`src/gpt_pkg.sv`:
```
// Constants and state type of the general purpose timer core
package gpt_pkg;
	localparam int            FILT_CYCLES    = 2;
	localparam int            FILT_W         = 3;
	localparam logic [1:0]    PRESCALE_LAST  = 2'h3;
	localparam logic [15:0]   FRC_MAX        = 16'hffff;
	localparam logic [7:0]    BYTE_MAX       = 8'hff;
	localparam logic [7:0]    BYTE_ZERO      = 8'h00;
	localparam int            ADDR_W         = 6;
	// Word indexes; byte address is four times the index
	localparam logic [5:0]    IDX_CTRL       = 6'h00;
	localparam logic [5:0]    IDX_COUNT      = 6'h01;
	localparam logic [5:0]    IDX_ACCUM      = 6'h02;
	localparam logic [5:0]    IDX_COMPARE    = 6'h03;
	localparam logic [5:0]    IDX_CAPTURE    = 6'h04;
	localparam logic [5:0]    IDX_DUTY       = 6'h05;
	localparam logic [5:0]    IDX_STATUS     = 6'h06;
	localparam logic [5:0]    IDX_CLEAR      = 6'h07;
	localparam logic [5:0]    IDX_IRQEN      = 6'h08;
	// Control bit positions
	localparam int            C_PA_EN        = 0;
	localparam int            C_PA_GATED     = 1;
	localparam int            C_PA_FALL      = 2;
	localparam int            C_PA_WRAPCLK   = 3;
	localparam int            C_CAP_RISE     = 4;
	localparam int            C_CAP_FALL     = 5;
	localparam int            C_CMP_ACT_LO   = 6;
	localparam int            C_GPO_EN       = 8;
	localparam int            C_GPO_VAL      = 9;
	localparam int            C_PWM_EN       = 10;
	localparam int            CTRL_W         = 11;
	localparam logic [10:0]   CTRL_RESET     = 11'h000;
	// Compare pin actions
	localparam logic [1:0]    ACT_NONE       = 2'h0;
	localparam logic [1:0]    ACT_TOGGLE     = 2'h1;
	localparam logic [1:0]    ACT_CLEAR      = 2'h2;
	localparam logic [1:0]    ACT_SET        = 2'h3;
	// Status bit positions
	localparam int            S_PA_EDGE      = 0;
	localparam int            S_PA_OVF       = 1;
	localparam int            S_CMP          = 2;
	localparam int            S_CAP          = 3;
	localparam int            S_WRAP         = 4;
	localparam int            STAT_W         = 5;

	typedef struct packed {
		logic [1:0]          prescale;
		logic [15:0]         frc;
		logic [7:0]          paCount;
		logic [7:0]          pwmCnt;
		logic                pwmOut;
		logic [15:0]         compareVal;
		logic [15:0]         captureVal;
		logic [7:0]          pwmDuty;
		logic [CTRL_W-1:0]   ctrl;
		logic [STAT_W-1:0]   status;
		logic [STAT_W-1:0]   irqEn;
		logic                cmpPend;
		logic                cmpOut;
		logic                paSync1;
		logic                paSync2;
		logic                paFilt;
		logic [FILT_W-1:0]   paFcnt;
		logic                cpSync1;
		logic                cpSync2;
		logic                cpFilt;
		logic [FILT_W-1:0]   cpFcnt;
		logic                apSel;
		logic                apWrite;
		logic [ADDR_W-1:0]   apAddr;
		logic [31:0]         rdata;
	} gpt_state_t;
endpackage
```
`src/gpt_core.sv`:
```
// General purpose timer core with an AHB-Lite register slave
// Notes on behaviour
// - Accumulator and capture inputs are synchronised, then filtered.
// - All timer logic runs on the one phase clock, core_clk.
// - The free running counter steps on every fourth clock.
// - Event mode: each leading edge counts and sets the edge flag.
// - Accumulator wrap from ff to 00 sets the overflow flag.
// - Gated mode: the accumulator counts on quarter-rate ticks while gated.
// - Gated mode: the edge flag is set when the input is negated.
// - With wrap clocking, gated counting steps on each counter wrap.
// - With a nonzero duty value, the PWM pin goes high when the PWM counter wraps to zero.
// - The PWM pin goes low when the PWM counter equals the duty value.
// - A compare match sets its flag, and the pin action follows later.
// - A selected capture edge latches the counter and sets the flag.
// - A capture pin driven as output feeds its own input conditioner.
//
// Design decisions made here: the register addresses and the AHB-Lite slave port.
`timescale 1ns/10ps
module gpt_core
	import gpt_pkg::*;
#(
	parameter int FILT_LEN = gpt_pkg::FILT_CYCLES
)
(
	input  wire logic        core_clk,
	input  wire logic        arst_n,
	input  wire logic        hsel,
	input  wire logic [31:0] haddr,
	input  wire logic [1:0]  htrans,
	input  wire logic        hwrite,
	input  wire logic [2:0]  hsize,
	input  wire logic [31:0] hwdata,
	input  wire logic        hready,
	output logic             hreadyout,
	output logic             hresp,
	output logic [31:0]      hrdata,
	input  wire logic        pulseAccumInput,
	input  wire logic        captureIn,
	output logic             captureOut,
	output logic             captureOe,
	output logic             compareOut,
	output logic             pwmOut,
	output logic             irq
);
	import gpt_pkg::*;

	gpt_state_t s;
	gpt_state_t n;

	logic        tick;
	logic [15:0] frcNext;
	logic        frcWrap;
	logic        paLevel;
	logic        paLevelNext;
	logic        paLead;
	logic        paNegate;
	logic        paStep;
	logic [7:0]  paNew;
	logic        cpRise;
	logic        cpFall;
	logic        capHit;
	logic        cmpHit;
	logic        pwmWrap;
	logic        cpSource;
	logic        apTake;
	logic        dpWrite;
	logic [STAT_W-1:0] events;
	logic [STAT_W-1:0] clearMask;
	logic [FILT_W:0]   paF;
	logic [FILT_W:0]   cpF;

	////////////////////////////////////////////////////////////////////
	// Filter step: output follows input after FILT_LEN stable cycles
	function automatic logic [FILT_W:0] filtStep(
		input logic              syncIn,
		input logic              filtOut,
		input logic [FILT_W-1:0] cnt
	);
		logic [FILT_W:0] r;
		r = {filtOut, {FILT_W{1'b0}}};
		if (syncIn != filtOut)
		begin
			if (cnt >= FILT_W'(FILT_LEN - 1))
				r = {syncIn, {FILT_W{1'b0}}};
			else
				r = {filtOut, FILT_W'(cnt + 1'b1)};
		end
		return r;
	endfunction

	////////////////////////////////////////////////////////////////////
	// Byte counter step, wrapping past ff
	function automatic logic [7:0] byteStep(
		input logic       en,
		input logic [7:0] val
	);
		logic [7:0] r;
		r = val;
		if (en)
			r = 8'(val + 1'b1);
		return r;
	endfunction

	////////////////////////////////////////////////////////////////////
	// Counter step on the quarter tick
	function automatic logic [15:0] wordStep(
		input logic        en,
		input logic [15:0] val
	);
		logic [15:0] r;
		r = val;
		if (en)
			r = 16'(val + 1'b1);
		return r;
	endfunction

	////////////////////////////////////////////////////////////////////
	// Edge from old and new level, rising or falling
	function automatic logic edgeOf(
		input logic oldLvl,
		input logic newLvl,
		input logic rising
	);
		logic r;
		r = rising ? (newLvl && !oldLvl) : (!newLvl && oldLvl);
		return r;
	endfunction

	////////////////////////////////////////////////////////////////////
	// Sticky flag update, a set wins over a same cycle clear
	function automatic logic [STAT_W-1:0] stickyNext(
		input logic [STAT_W-1:0] cur,
		input logic [STAT_W-1:0] clr,
		input logic [STAT_W-1:0] set
	);
		logic [STAT_W-1:0] r;
		r = (cur & ~clr) | set;
		return r;
	endfunction

	////////////////////////////////////////////////////////////////////
	// Compare pin level after the selected action
	function automatic logic pinAction(
		input logic [1:0] act,
		input logic       cur
	);
		logic r;
		r = cur;
		unique case (act)
			ACT_NONE:   r = cur;
			ACT_TOGGLE: r = !cur;
			ACT_CLEAR:  r = 1'b0;
			ACT_SET:    r = 1'b1;
		endcase
		return r;
	endfunction

	////////////////////////////////////////////////////////////////////
	// Read value of one register word
	function automatic logic [31:0] readWord(
		input logic [ADDR_W-1:0] idx,
		input gpt_state_t        st
	);
		logic [31:0] r;
		r = '0;
		unique case (idx)
			IDX_CTRL:    r = 32'(st.ctrl);
			IDX_COUNT:   r = 32'(st.frc);
			IDX_ACCUM:   r = 32'(st.paCount);
			IDX_COMPARE: r = 32'(st.compareVal);
			IDX_CAPTURE: r = 32'(st.captureVal);
			IDX_DUTY:    r = 32'(st.pwmDuty);
			IDX_STATUS:  r = 32'(st.status);
			IDX_IRQEN:   r = 32'(st.irqEn);
			default:     r = '0;
		endcase
		return r;
	endfunction

	////////////////////////////////////////////////////////////////////
	// Accumulator count enable for the selected mode
	function automatic logic accumStep(
		input logic [CTRL_W-1:0] ctl,
		input logic              lead,
		input logic              level,
		input logic              qtick,
		input logic              wrap
	);
		logic r;
		r = 1'b0;
		if (ctl[C_PA_EN])
		begin
			if (!ctl[C_PA_GATED])
				r = lead;
			else if (!ctl[C_PA_WRAPCLK])
				r = qtick && level;
			else
				r = wrap && level;
		end
		return r;
	endfunction

	////////////////////////////////////////////////////////////////////
	// Next state
	always_comb
	begin
		n = s;
		clearMask = '0;

		// Bus address phase capture
		apTake = hsel && htrans[1] && hready;
		dpWrite = s.apSel && s.apWrite;
		n.apSel = apTake;
		n.apWrite = hwrite;
		n.apAddr = haddr[ADDR_W+1:2];

		n.prescale = 2'(s.prescale + 1'b1);
		tick = (s.prescale == PRESCALE_LAST);

		frcWrap = tick && (s.frc == FRC_MAX);
		frcNext = wordStep(tick, s.frc);
		n.frc = frcNext;

		n.paSync1 = pulseAccumInput;
		n.paSync2 = s.paSync1;
		paF = filtStep(s.paSync2, s.paFilt, s.paFcnt);
		n.paFilt = paF[FILT_W];
		n.paFcnt = paF[FILT_W-1:0];

		cpSource = s.ctrl[C_GPO_EN] ? s.ctrl[C_GPO_VAL] : captureIn;
		n.cpSync1 = cpSource;
		n.cpSync2 = s.cpSync1;
		cpF = filtStep(s.cpSync2, s.cpFilt, s.cpFcnt);
		n.cpFilt = cpF[FILT_W];
		n.cpFcnt = cpF[FILT_W-1:0];

		// Asserted level per selected polarity
		paLevel = s.paFilt ^ s.ctrl[C_PA_FALL];
		paLevelNext = n.paFilt ^ s.ctrl[C_PA_FALL];
		paLead = edgeOf(paLevel, paLevelNext, 1'b1);
		paNegate = edgeOf(paLevel, paLevelNext, 1'b0);

		// Accumulator step for the mode
		paStep = accumStep(s.ctrl, paLead, paLevel, tick, frcWrap);
		paNew = byteStep(paStep, s.paCount);
		n.paCount = paNew;

		pwmWrap = tick && (s.pwmCnt == BYTE_MAX);
		n.pwmCnt = byteStep(tick, s.pwmCnt);
		if (!s.ctrl[C_PWM_EN])
			n.pwmOut = 1'b0;
		else if (tick && (n.pwmCnt == s.pwmDuty))
			n.pwmOut = 1'b0;
		else if (pwmWrap)
			n.pwmOut = 1'b1;

		// Flag now, pin action next cycle
		cmpHit = tick && (frcNext == s.compareVal);
		n.cmpPend = cmpHit;
		if (s.cmpPend)
			n.cmpOut = pinAction(s.ctrl[C_CMP_ACT_LO +: 2], s.cmpOut);

		cpRise = edgeOf(s.cpFilt, n.cpFilt, 1'b1);
		cpFall = edgeOf(s.cpFilt, n.cpFilt, 1'b0);
		capHit = (cpRise && s.ctrl[C_CAP_RISE])
			|| (cpFall && s.ctrl[C_CAP_FALL]);
		if (capHit)
			n.captureVal = s.frc;

		// Event vector
		events = '0;
		events[S_PA_EDGE] = s.ctrl[C_PA_EN] && !s.ctrl[C_PA_GATED] && paLead;
		if (s.ctrl[C_PA_EN] && s.ctrl[C_PA_GATED])
			events[S_PA_EDGE] = paNegate;
		events[S_PA_OVF] = paStep && (s.paCount == BYTE_MAX)
			&& (paNew == BYTE_ZERO);
		events[S_CMP] = cmpHit;
		events[S_CAP] = capHit;
		events[S_WRAP] = frcWrap;

		// Register writes in data phase
		if (dpWrite)
		begin
			unique case (s.apAddr)
				IDX_CTRL:    n.ctrl = hwdata[CTRL_W-1:0];
				IDX_ACCUM:   n.paCount = hwdata[7:0];
				IDX_COMPARE: n.compareVal = hwdata[15:0];
				IDX_DUTY:    n.pwmDuty = hwdata[7:0];
				IDX_CLEAR:   clearMask = hwdata[STAT_W-1:0];
				IDX_IRQEN:   n.irqEn = hwdata[STAT_W-1:0];
				default:     n.ctrl = n.ctrl;
			endcase
		end

		// Sticky flags, set wins over clear
		n.status = stickyNext(s.status, clearMask, events);

		// Read data registered at address phase
		n.rdata = '0;
		if (apTake && !hwrite)
			n.rdata = readWord(haddr[ADDR_W+1:2], n);
	end

	////////////////////////////////////////////////////////////////////
	// State register
	always_ff @(posedge core_clk or negedge arst_n)
	begin
		if (!arst_n)
		begin
			s <= '0;
			s.ctrl <= CTRL_RESET;
		end
		else
			s <= n;
	end

	////////////////////////////////////////////////////////////////////
	// Outputs
	assign hreadyout = 1'b1;
	assign hresp = 1'b0;
	assign hrdata = s.rdata;
	assign captureOut = s.ctrl[C_GPO_VAL];
	assign captureOe = s.ctrl[C_GPO_EN];
	assign compareOut = s.cmpOut;
	assign pwmOut = s.pwmOut;
	assign irq = |(s.status & s.irqEn);

	// Unused bus inputs
	logic unusedBits;
	assign unusedBits = ^{hsize, haddr[31:ADDR_W+2], haddr[1:0]};

endmodule

```
`config.mk`:
```
export PLATFORM = sky130hd
export DESIGN_NAME = gpt_core
export DESIGN_NICKNAME = d
export VERILOG_FILES = /design/src/gpt_pkg.sv /design/src/gpt_core.sv
export SDC_FILE = /design/constraint.sdc
export NUM_CORES = 1
export LEC_CHECK = 0
export ABC_CLOCK_PERIOD_IN_PS = 3700
export BUFFER_PORTS_ARGS = -buffer_cell sky130_fd_sc_hd__buf_2
export CAP_MARGIN = 10
export CORE_MARGIN = 8
export CORE_UTILIZATION = 57
export DETAILED_ROUTE_END_ITERATION = 10
export PLACE_DENSITY_LB_ADDON = 0.3
export REMOVE_ABC_BUFFERS = 1
export SYNTH_ARGS = -nofsm -noshare
export SYNTH_HDL_FRONTEND = slang
export SYNTH_SLANG_ARGS = --single-unit
```
`constraint.sdc`:
```
create_clock -name core_clk -period 3.7 [get_ports core_clk]
set_clock_uncertainty 0.2 [all_clocks]
set_input_delay 0.185 -clock core_clk [delete_from_list [all_inputs] [get_ports core_clk]]
set_output_delay 0.185 -clock core_clk [all_outputs]
set_load 0.03 [all_outputs]
```
**Yosys cells after proc, flatten, opt, wreduce, memory -nomap -nowiden**

Cells that the tools add are included.
W data, S select, Z words.

- Logic and storage cells: 129
- Output and inout port bits: 39
- Register bits: 150
- Bits of input ports: 76

- Bitwise logic cells: 7
- Reduce and logical (&&, ||, !) cells: 35
- Muxes and demuxes: 30
- Eq/ne operators: 24
- Add/subtract/negate cells: 6
- $lt $le $gt $ge: 2

Operator list:

| cell | count |
|---|---|
| $pmux W16 S8 | 1 |
| $mux W16 | 5 |
| $mux W8 | 5 |
| $eq A6 B3 Y1 const B | 5 |
| $eq A6 B2 Y1 const B | 4 |
| $logic_and A1 B1 Y1 | 21 |
| $mux W5 | 4 |
| $mux W19 | 1 |
| $add A16 B1 Y16 const B | 1 |
| $add A8 B1 Y8 const B | 2 |
| $eq A16 B16 Y1 | 1 |
| $eq A16 B16 Y1 const B | 1 |
| $eq A8 B8 Y1 const B | 2 |
| $mux W4 | 4 |
| $eq A6 B4 Y1 const B | 2 |
| $logic_not A6 Y1 | 2 |
| $mux W11 | 1 |
| $and A5 B5 Y5 | 2 |
| $eq A8 B8 Y1 | 1 |
| $logic_not A8 Y1 | 1 |
| $mux W1 | 8 |
| $logic_not A1 Y1 | 7 |
| $add A3 B1 Y3 const B | 2 |
| $eq A2 B2 Y1 const B | 3 |
| other kinds (15) | 18 |

**Depth between registers and ports, before layout**

Gate-level depths: netlist (run 1).

- Depth after elaboration: 13
- Mapped depth: 10
- Gate-level depth less buffers: 9

**Worst setup path after synthesis (run 1)**

No wires, ideal clock.

- Path type: register -> register
- Start: register s[133] (netlist name)
- End: register s (netlist bit hrdata[2])
- Buffers on the path: 0
- Setup time: 0.086 ns
- Data required time: 3.414 ns
- Data arrival time: 2.327 ns
- Slack: 1.087 ns
- Cell stages (with the launch flop): 9
- Clock period less this slack: 2.613 ns
- Cell sequence: dfrtp_1 > ha_1 > and4_4 > nand3_4 > a311o_1 > or4_4 > nor4_2 > nand3_1 > a31oi_1

RTL lines:

| element | RTL line | text |
|---|---|---|
| start: declaration | gpt_core.sv:47 | `gpt_state_t s;` |
| start signal: assignment | gpt_core.sv:314 | `s <= n;` |

==> results of run 1 <==
[worst max-delay path by stage]
stage,cells past startpoint,slack [ps],end,start
floorplan,9,630,hrdata[2],s[41]
global placement,8,560,hrdata[2],s[133]
detailed placement,8,530,hrdata[2],s[133]
CTS,8,500,hrdata[2],s[133]
global route,7,240,hrdata[1],s[137]
finish,8,430,hrdata[2],s[133]
[cells in the final DEF (no fill, tap or decap), drive strengths merged, types with 19 or more instances in the layout]
master       count
mux2            61
xor2            24
dfrtp          134
nand3           19
xnor2           26
nand2           41
a21oi           19
buf             66
nor2            27
dlygate4sd3     28
[metrics by stage]
stage               setup slack [ps]  area [um2]  cells  power, mW  util [%]
floorplan                        627        6600    568       2.10         -
global placement                 559        7170    781       2.27      59.9
detailed placement               533        7170    781       2.30      59.9
CTS                              502        8040    841       4.01      67.2
global route                     240        8040    841       4.16      67.2
finish                           429        8040    841       3.99      67.2
[cell type report]
| cell class | instances | area (um2) |
|---|---|---|
| flip-flops and latches | 134 | 3350 |
| inverters | 12 | 45.0 |
| clock buffers | 18 | 439 |
| well taps | 147 | 184 |
| clock inverters | 14 | 153 |
| fillers | 905 | 3920 |
| multi-input cells | 422 | 3210 |
| repair buffers | 94 | 657 |
[synthesized netlist by cell type (4+ instances only)]
master    number
and2_1         8
nor4_2         4
inv_1         12
dfrtp_1      134
a21oi_1       19
nor3_1        12
o21ai_0        6
mux2_2        54
nand2_1       41
buf_4         38
a221oi_1       4
a22oi_1       11
mux2_1         7
xor2_1        24
a22o_1         6
and3_1         8
nand3b_1       5
nor2b_1        5
nand2b_1       4
nor4_1         7
clkbuf_1      16
nor2_1        27
a32oi_1        5
mux2i_1        5
buf_2          6
nand4_1       17
xnor2_1       26
nand3_1       18
ha_1           8
a31oi_1        6
[power breakdown]
| part | total (mW) | leakage, nW | switching, mW | internal (mW) |
|---|---|---|---|---|
| Combinational | 0.600 | 1.62 | 0.323 | 0.277 |
| Sequential | 1.71 | 1.68 | 0.114 | 1.59 |
| Clock | 1.68 | 0.279 | 0.672 | 1.01 |
| Total | 3.99 | 3.57 | 1.11 | 2.88 |
[sequential cells by signal (all words and copies together), names as in the netlist]
| signal | flops |
|---|---|
| s | 112 |
| hrdata | 16 |
| n | 2 |
| captureOe | 1 |
| captureOut | 1 |
| compareOut | 1 |
| pwmOut | 1 |
[cells by family (layout without fill, tap and decap cells)]
family	after synthesis	after routing	share of synthesized area [%]
AO/OA/AOI/OAI	94	94	10.4
other	2	18	0.108
XOR/XNOR	54	54	7.63
AND/OR/NAND/NOR	182	182	15.0
flip-flops	134	134	48.3
buffers and inverters	76	138	6.49
adder cells (fa/ha/maj)	8	8	1.44
multiplexers	66	66	10.6
[routing by layer]
metal	share of wire [%]	up-vias	GRT usage, %	routed length, um
li1	-	2328	-	-
met1	43	2545	29.2	7380
met2	47	205	35.3	8150
met3	6.3	44	5.95	1080
met4	3.3	0	9.77	564
met5	0	-	0	0
[critical path, stage by stage (launching register included)]
cell and delay, ps:
dfrtp_1 460, ha_1 310, and4_4 310, nand3_4 100, a311o_1 380, or4_4 520, nor4_2 440, nand3_1 170
a31oi_1 260
==> results.sh, run 1 <==
export IMPL_finalNetCount=765
export IMPL_regToRegEndpoint="hrdata[2]"
export IMPL_core_rowCount=40
export IMPL_holdPathStages=0
export IMPL_synth_top_area_share_pct=48.3
export IMPL_critPathKind="reg -> reg"
export IMPL_grt_setup_unrepaired="no"
export IMPL_hpwl_um=12200
export IMPL_grt_pass1_vias=5304
export IMPL_die_h_um=126
export IMPL_ant_nets=0
export IMPL_diodes=0
export IMPL_synth_top_flop_cell="dfrtp_1"
export IMPL_fmax_mhz=306
export IMPL_io_pins=115
export IMPL_hold_path_class="reg -> reg"
export IMPL_cts_inserted_buffers=17
export IMPL_clockRootBuffer="clkbuf_16"
export IMPL_syn_inst=616
export IMPL_async_flop_share_pct=100
export IMPL_min_to="s[44]"
export IMPL_syn_area_mm2=0.00694
export IMPL_outcome="finished, final reports clean"
export IMPL_synth_avg_cell_area_um2=11.3
export IMPL_ys_types=74
export IMPL_synth_seq_cells=134
export IMPL_cts_clk_slew_worst_paths_ps=60
export IMPL_tightest_slew_ps=1090
export IMPL_drv_cap=0
export IMPL_hold_ws_ps=140
export IMPL_yosysTopAreaCell="dfrtp_1"
export IMPL_synth_edff_count=0
export IMPL_setup_viol=0
export IMPL_core_area_mm2=0.0120
export IMPL_hold_viol_final=0
export IMPL_clkSinkCount=134
export IMPL_power_density_mw_per_mm2=496
export IMPL_period_minus_slack_ps=3270
export IMPL_crit_required_ps=3830
export IMPL_track_usage_pct=22.6
export IMPL_io_buffers=50
export IMPL_grt_first_pass_wirelength_um=28200
export IMPL_r2r_start="s[133]"
export IMPL_cts_hold_buffers=28
export IMPL_first_pass_iters=5
export IMPL_drive_above_1_share_pct=24.8
export IMPL_tns_ps=0
export IMPL_clock_latency_ps=430
export IMPL_grt_max_degree=80
export IMPL_wire_per_inst_um=20.4
export IMPL_synthTopCellsByArea="dfrtp_1 48%, mux2_2 8.8%, buf_4 4.1%"
export IMPL_worst_ep_arrival_time_ps=3400
export IMPL_cts_setup_buffers=0
export IMPL_rr_worst_depth=8
export IMPL_hold_start="n[44]"
export IMPL_ctsResizeCount=0
export IMPL_drt_total_wl_um=17200
export IMPL_die_area_mm2=0.0160
export IMPL_area_delta_synth_final_pct=15.9
export IMPL_p_leak_nw=3.57
export IMPL_slew_violations=0
export IMPL_yosysSeqAreaShare_pct=48.3
export IMPL_ir_drop_uv=280
export IMPL_overflow=0
export IMPL_drc_errors=0
export IMPL_ff2ff_setup_slack_ps=430
export IMPL_cp_end_kind="register"
export IMPL_cp_max_fo=7
export IMPL_fin_crit_sh_pct=88.4
export IMPL_cts_tree="yes"
export IMPL_yosysWarnings=0
export IMPL_htreeDepth=4
export IMPL_relSlewSlack_pct=26.6
export IMPL_initial_core_util_pct=58.0
export IMPL_place_gp_congestion=0.927
export IMPL_drt_iter0_markers=556
export IMPL_cts_buffer_depth=2
export IMPL_grt_antenna_before_repair=0
export IMPL_viasPerCell=6.09
export IMPL_vias=5122
export IMPL_die_w_um=126
export IMPL_critPathLaunchType="register"
Power figures use the tool's default switching activity.
==> inputs of run 2 (changes only) <==
Settings changed: CORE_ASPECT_RATIO set to 1.25.
==> results.sh, run 2 (synthesized netlist as in run 1, its figures left out) <==
export IMPL_outcome="finished, final reports clean"
export IMPL_p_leak_nw=3.57
export IMPL_slew_violations=0
export IMPL_track_usage_pct=22.8
export IMPL_htreeDepth=4
export IMPL_cp_end_kind="register"
export IMPL_tns_ps=0
export IMPL_final_common_cell="dfrtp_1"
export IMPL_hpwl_um=12400
export IMPL_io_buffers=50
export IMPL_grt_first_pass_wirelength_um=28000
export IMPL_first_pass_iters=5
export IMPL_cp_cell_sequence="ha_1, nand4_1, nor3_1, o31ai_1, or4_4, nor4_2, nand3_1, a31oi_1"
export IMPL_wire_per_inst_um=20.2
export IMPL_ctsResizeCount=0
export IMPL_io_pins=115
export IMPL_cts_setup_buffers=0
export IMPL_clkSinkCount=134
export IMPL_critPathLaunchType="register"
export IMPL_vias=5034
export IMPL_drt_iter0_markers=277
export IMPL_final_cell_mix="134 x dfrtp_1, 54 x mux2_2, 49 x buf_2"
export IMPL_path_buf_inv=0
export IMPL_die_area_mm2=0.0160
export IMPL_tightest_slew_ps=927
export IMPL_fill_cells=932
export IMPL_grt_max_degree=103
export IMPL_hold_viol_final=0
export IMPL_largest_register="s"
export IMPL_crit_required_ps=3820
export IMPL_core_rowCount=45
export IMPL_grt_antenna_before_repair=0
export IMPL_overflow=0
export IMPL_fmax_mhz=299
export IMPL_period_minus_slack_ps=3340
export IMPL_die_h_um=139
export IMPL_drv_cap=0
export IMPL_grt_setup_unrepaired="no"
export IMPL_relSlewSlack_pct=38.2
export IMPL_cts_inserted_buffers=17
export IMPL_core_area_mm2=0.0120
export IMPL_drt_total_wl_um=17300
export IMPL_cts_tree="yes"
export IMPL_ant_nets=0
export IMPL_setup_viol=0
export IMPL_power_density_mw_per_mm2=487
export IMPL_clock_latency_ps=420
export IMPL_hold_path_class="reg -> reg"
export IMPL_drc_errors=0
export IMPL_cts_buffer_depth=2
export IMPL_grt_pass1_vias=5379
export IMPL_drive_above_1_share_pct=23.8
export IMPL_finalNetCount=765
export IMPL_place_gp_congestion=0.902
export IMPL_clockRootBuffer="clkbuf_16"
export IMPL_diodes=0
export IMPL_cts_clk_slew_worst_paths_ps=50
export IMPL_viasPerCell=5.87
export IMPL_critPathKind="reg -> reg"
export IMPL_area_delta_synth_final_pct=15.7
export IMPL_cp_slowest_cell="dfrtp_1"
export IMPL_ir_drop_uv=326
export IMPL_cp_max_fo=10
export IMPL_initial_core_util_pct=57.9
export IMPL_fin_crit_sh_pct=90.4
export IMPL_slowest_delay_ps=540
export IMPL_worst_ep_arrival_time_ps=3460
export IMPL_p_total_mw=3.91
export IMPL_largest_reg_flops=112
export IMPL_die_w_um=115
export IMPL_crit_family="simple AND/OR/NAND/NOR gates"
run 2: changes by cell type in the layout (fill, tap and decap cells not counted):
cell        change
clkinvlp_4      -4
bufinv_16       -1
clkbuf_8        +4
inv_6           -2
clkinv_4        -4
clkbuf_1        +6
run 2: area by class of cell:
cell class	count	area (um2)	share of cell area, %
Multi-Input combinational cell	422	3210	40.0
Tap cell	164	205	2.56
Clock inverter	3	40.0	0.499
Inverter	12	45.0	0.561
Timing Repair Buffer	94	657	8.18
Clock buffer	28	517	6.44
Sequential cell	134	3350	41.8
run 2: where the power goes:
| part | total (mW) | switching [mW] | internal [mW] |
|---|---|---|---|
| clock | 1.59 | 0.586 | 1.01 |
| combinational | 0.601 | 0.324 | 0.277 |
| sequential | 1.71 | 0.121 | 1.59 |
| total | 3.91 | 1.03 | 2.88 |
run 2: worst paths after layout:
kind | from | endpoint | slack, ps | cells past startpoint
max in group asynchronous | arst_n | s[134] | 2270 | 3
min in group asynchronous | arst_n | s[122] | 220 | 2
hold / removal | n[50] | s[50] | 170 | 0
setup reg to reg | s[132] | hrdata[2] | 360 | 8
hold reg to reg | n[50] | s[50] | 170 | 0
setup / recovery | s[132] | hrdata[2] | 360 | 8
run 2: repair_timing:
item                                    in CTS  in global routing
endpoints found under the setup margin       0                  0
hold endpoints to repair                   165                  0
hold buffers                                28                  0
run 2: stage by stage:
step	worst slack, ps	hold slack (ps)	utilization (%)	area (um2)	cells
after floorplan	627	-311	-	6600	568
after global placement	526	95.7	60.0	7190	798
after detailed placement	463	102	60.0	7190	798
after CTS	398	169	66.9	8030	857
after global routing	124	179	66.9	8030	857
final	357	166	66.9	8030	857
run 2: worst reg2reg max path, delay by kind of cell (launching register included):
kind / cells / cell delay [ps]
DFF: 1 / 540
and+or+nand+nor: 5 / 1790
adders and majority gates: 1 / 320
AOI/OAI and AO/OA: 2 / 390
run 2: layer usage:
| metal | GRT usage, % | routed length (um) | up-vias |
|---|---|---|---|
| li1 | - | - | 2317 |
| met3 | 7.06 | 840 | 45 |
| met4 | 10.5 | 651 | 0 |
| met1 | 23.9 | 6610 | 2531 |
| met5 | 0 | 0 | - |
| met2 | 40.5 | 9210 | 141 |
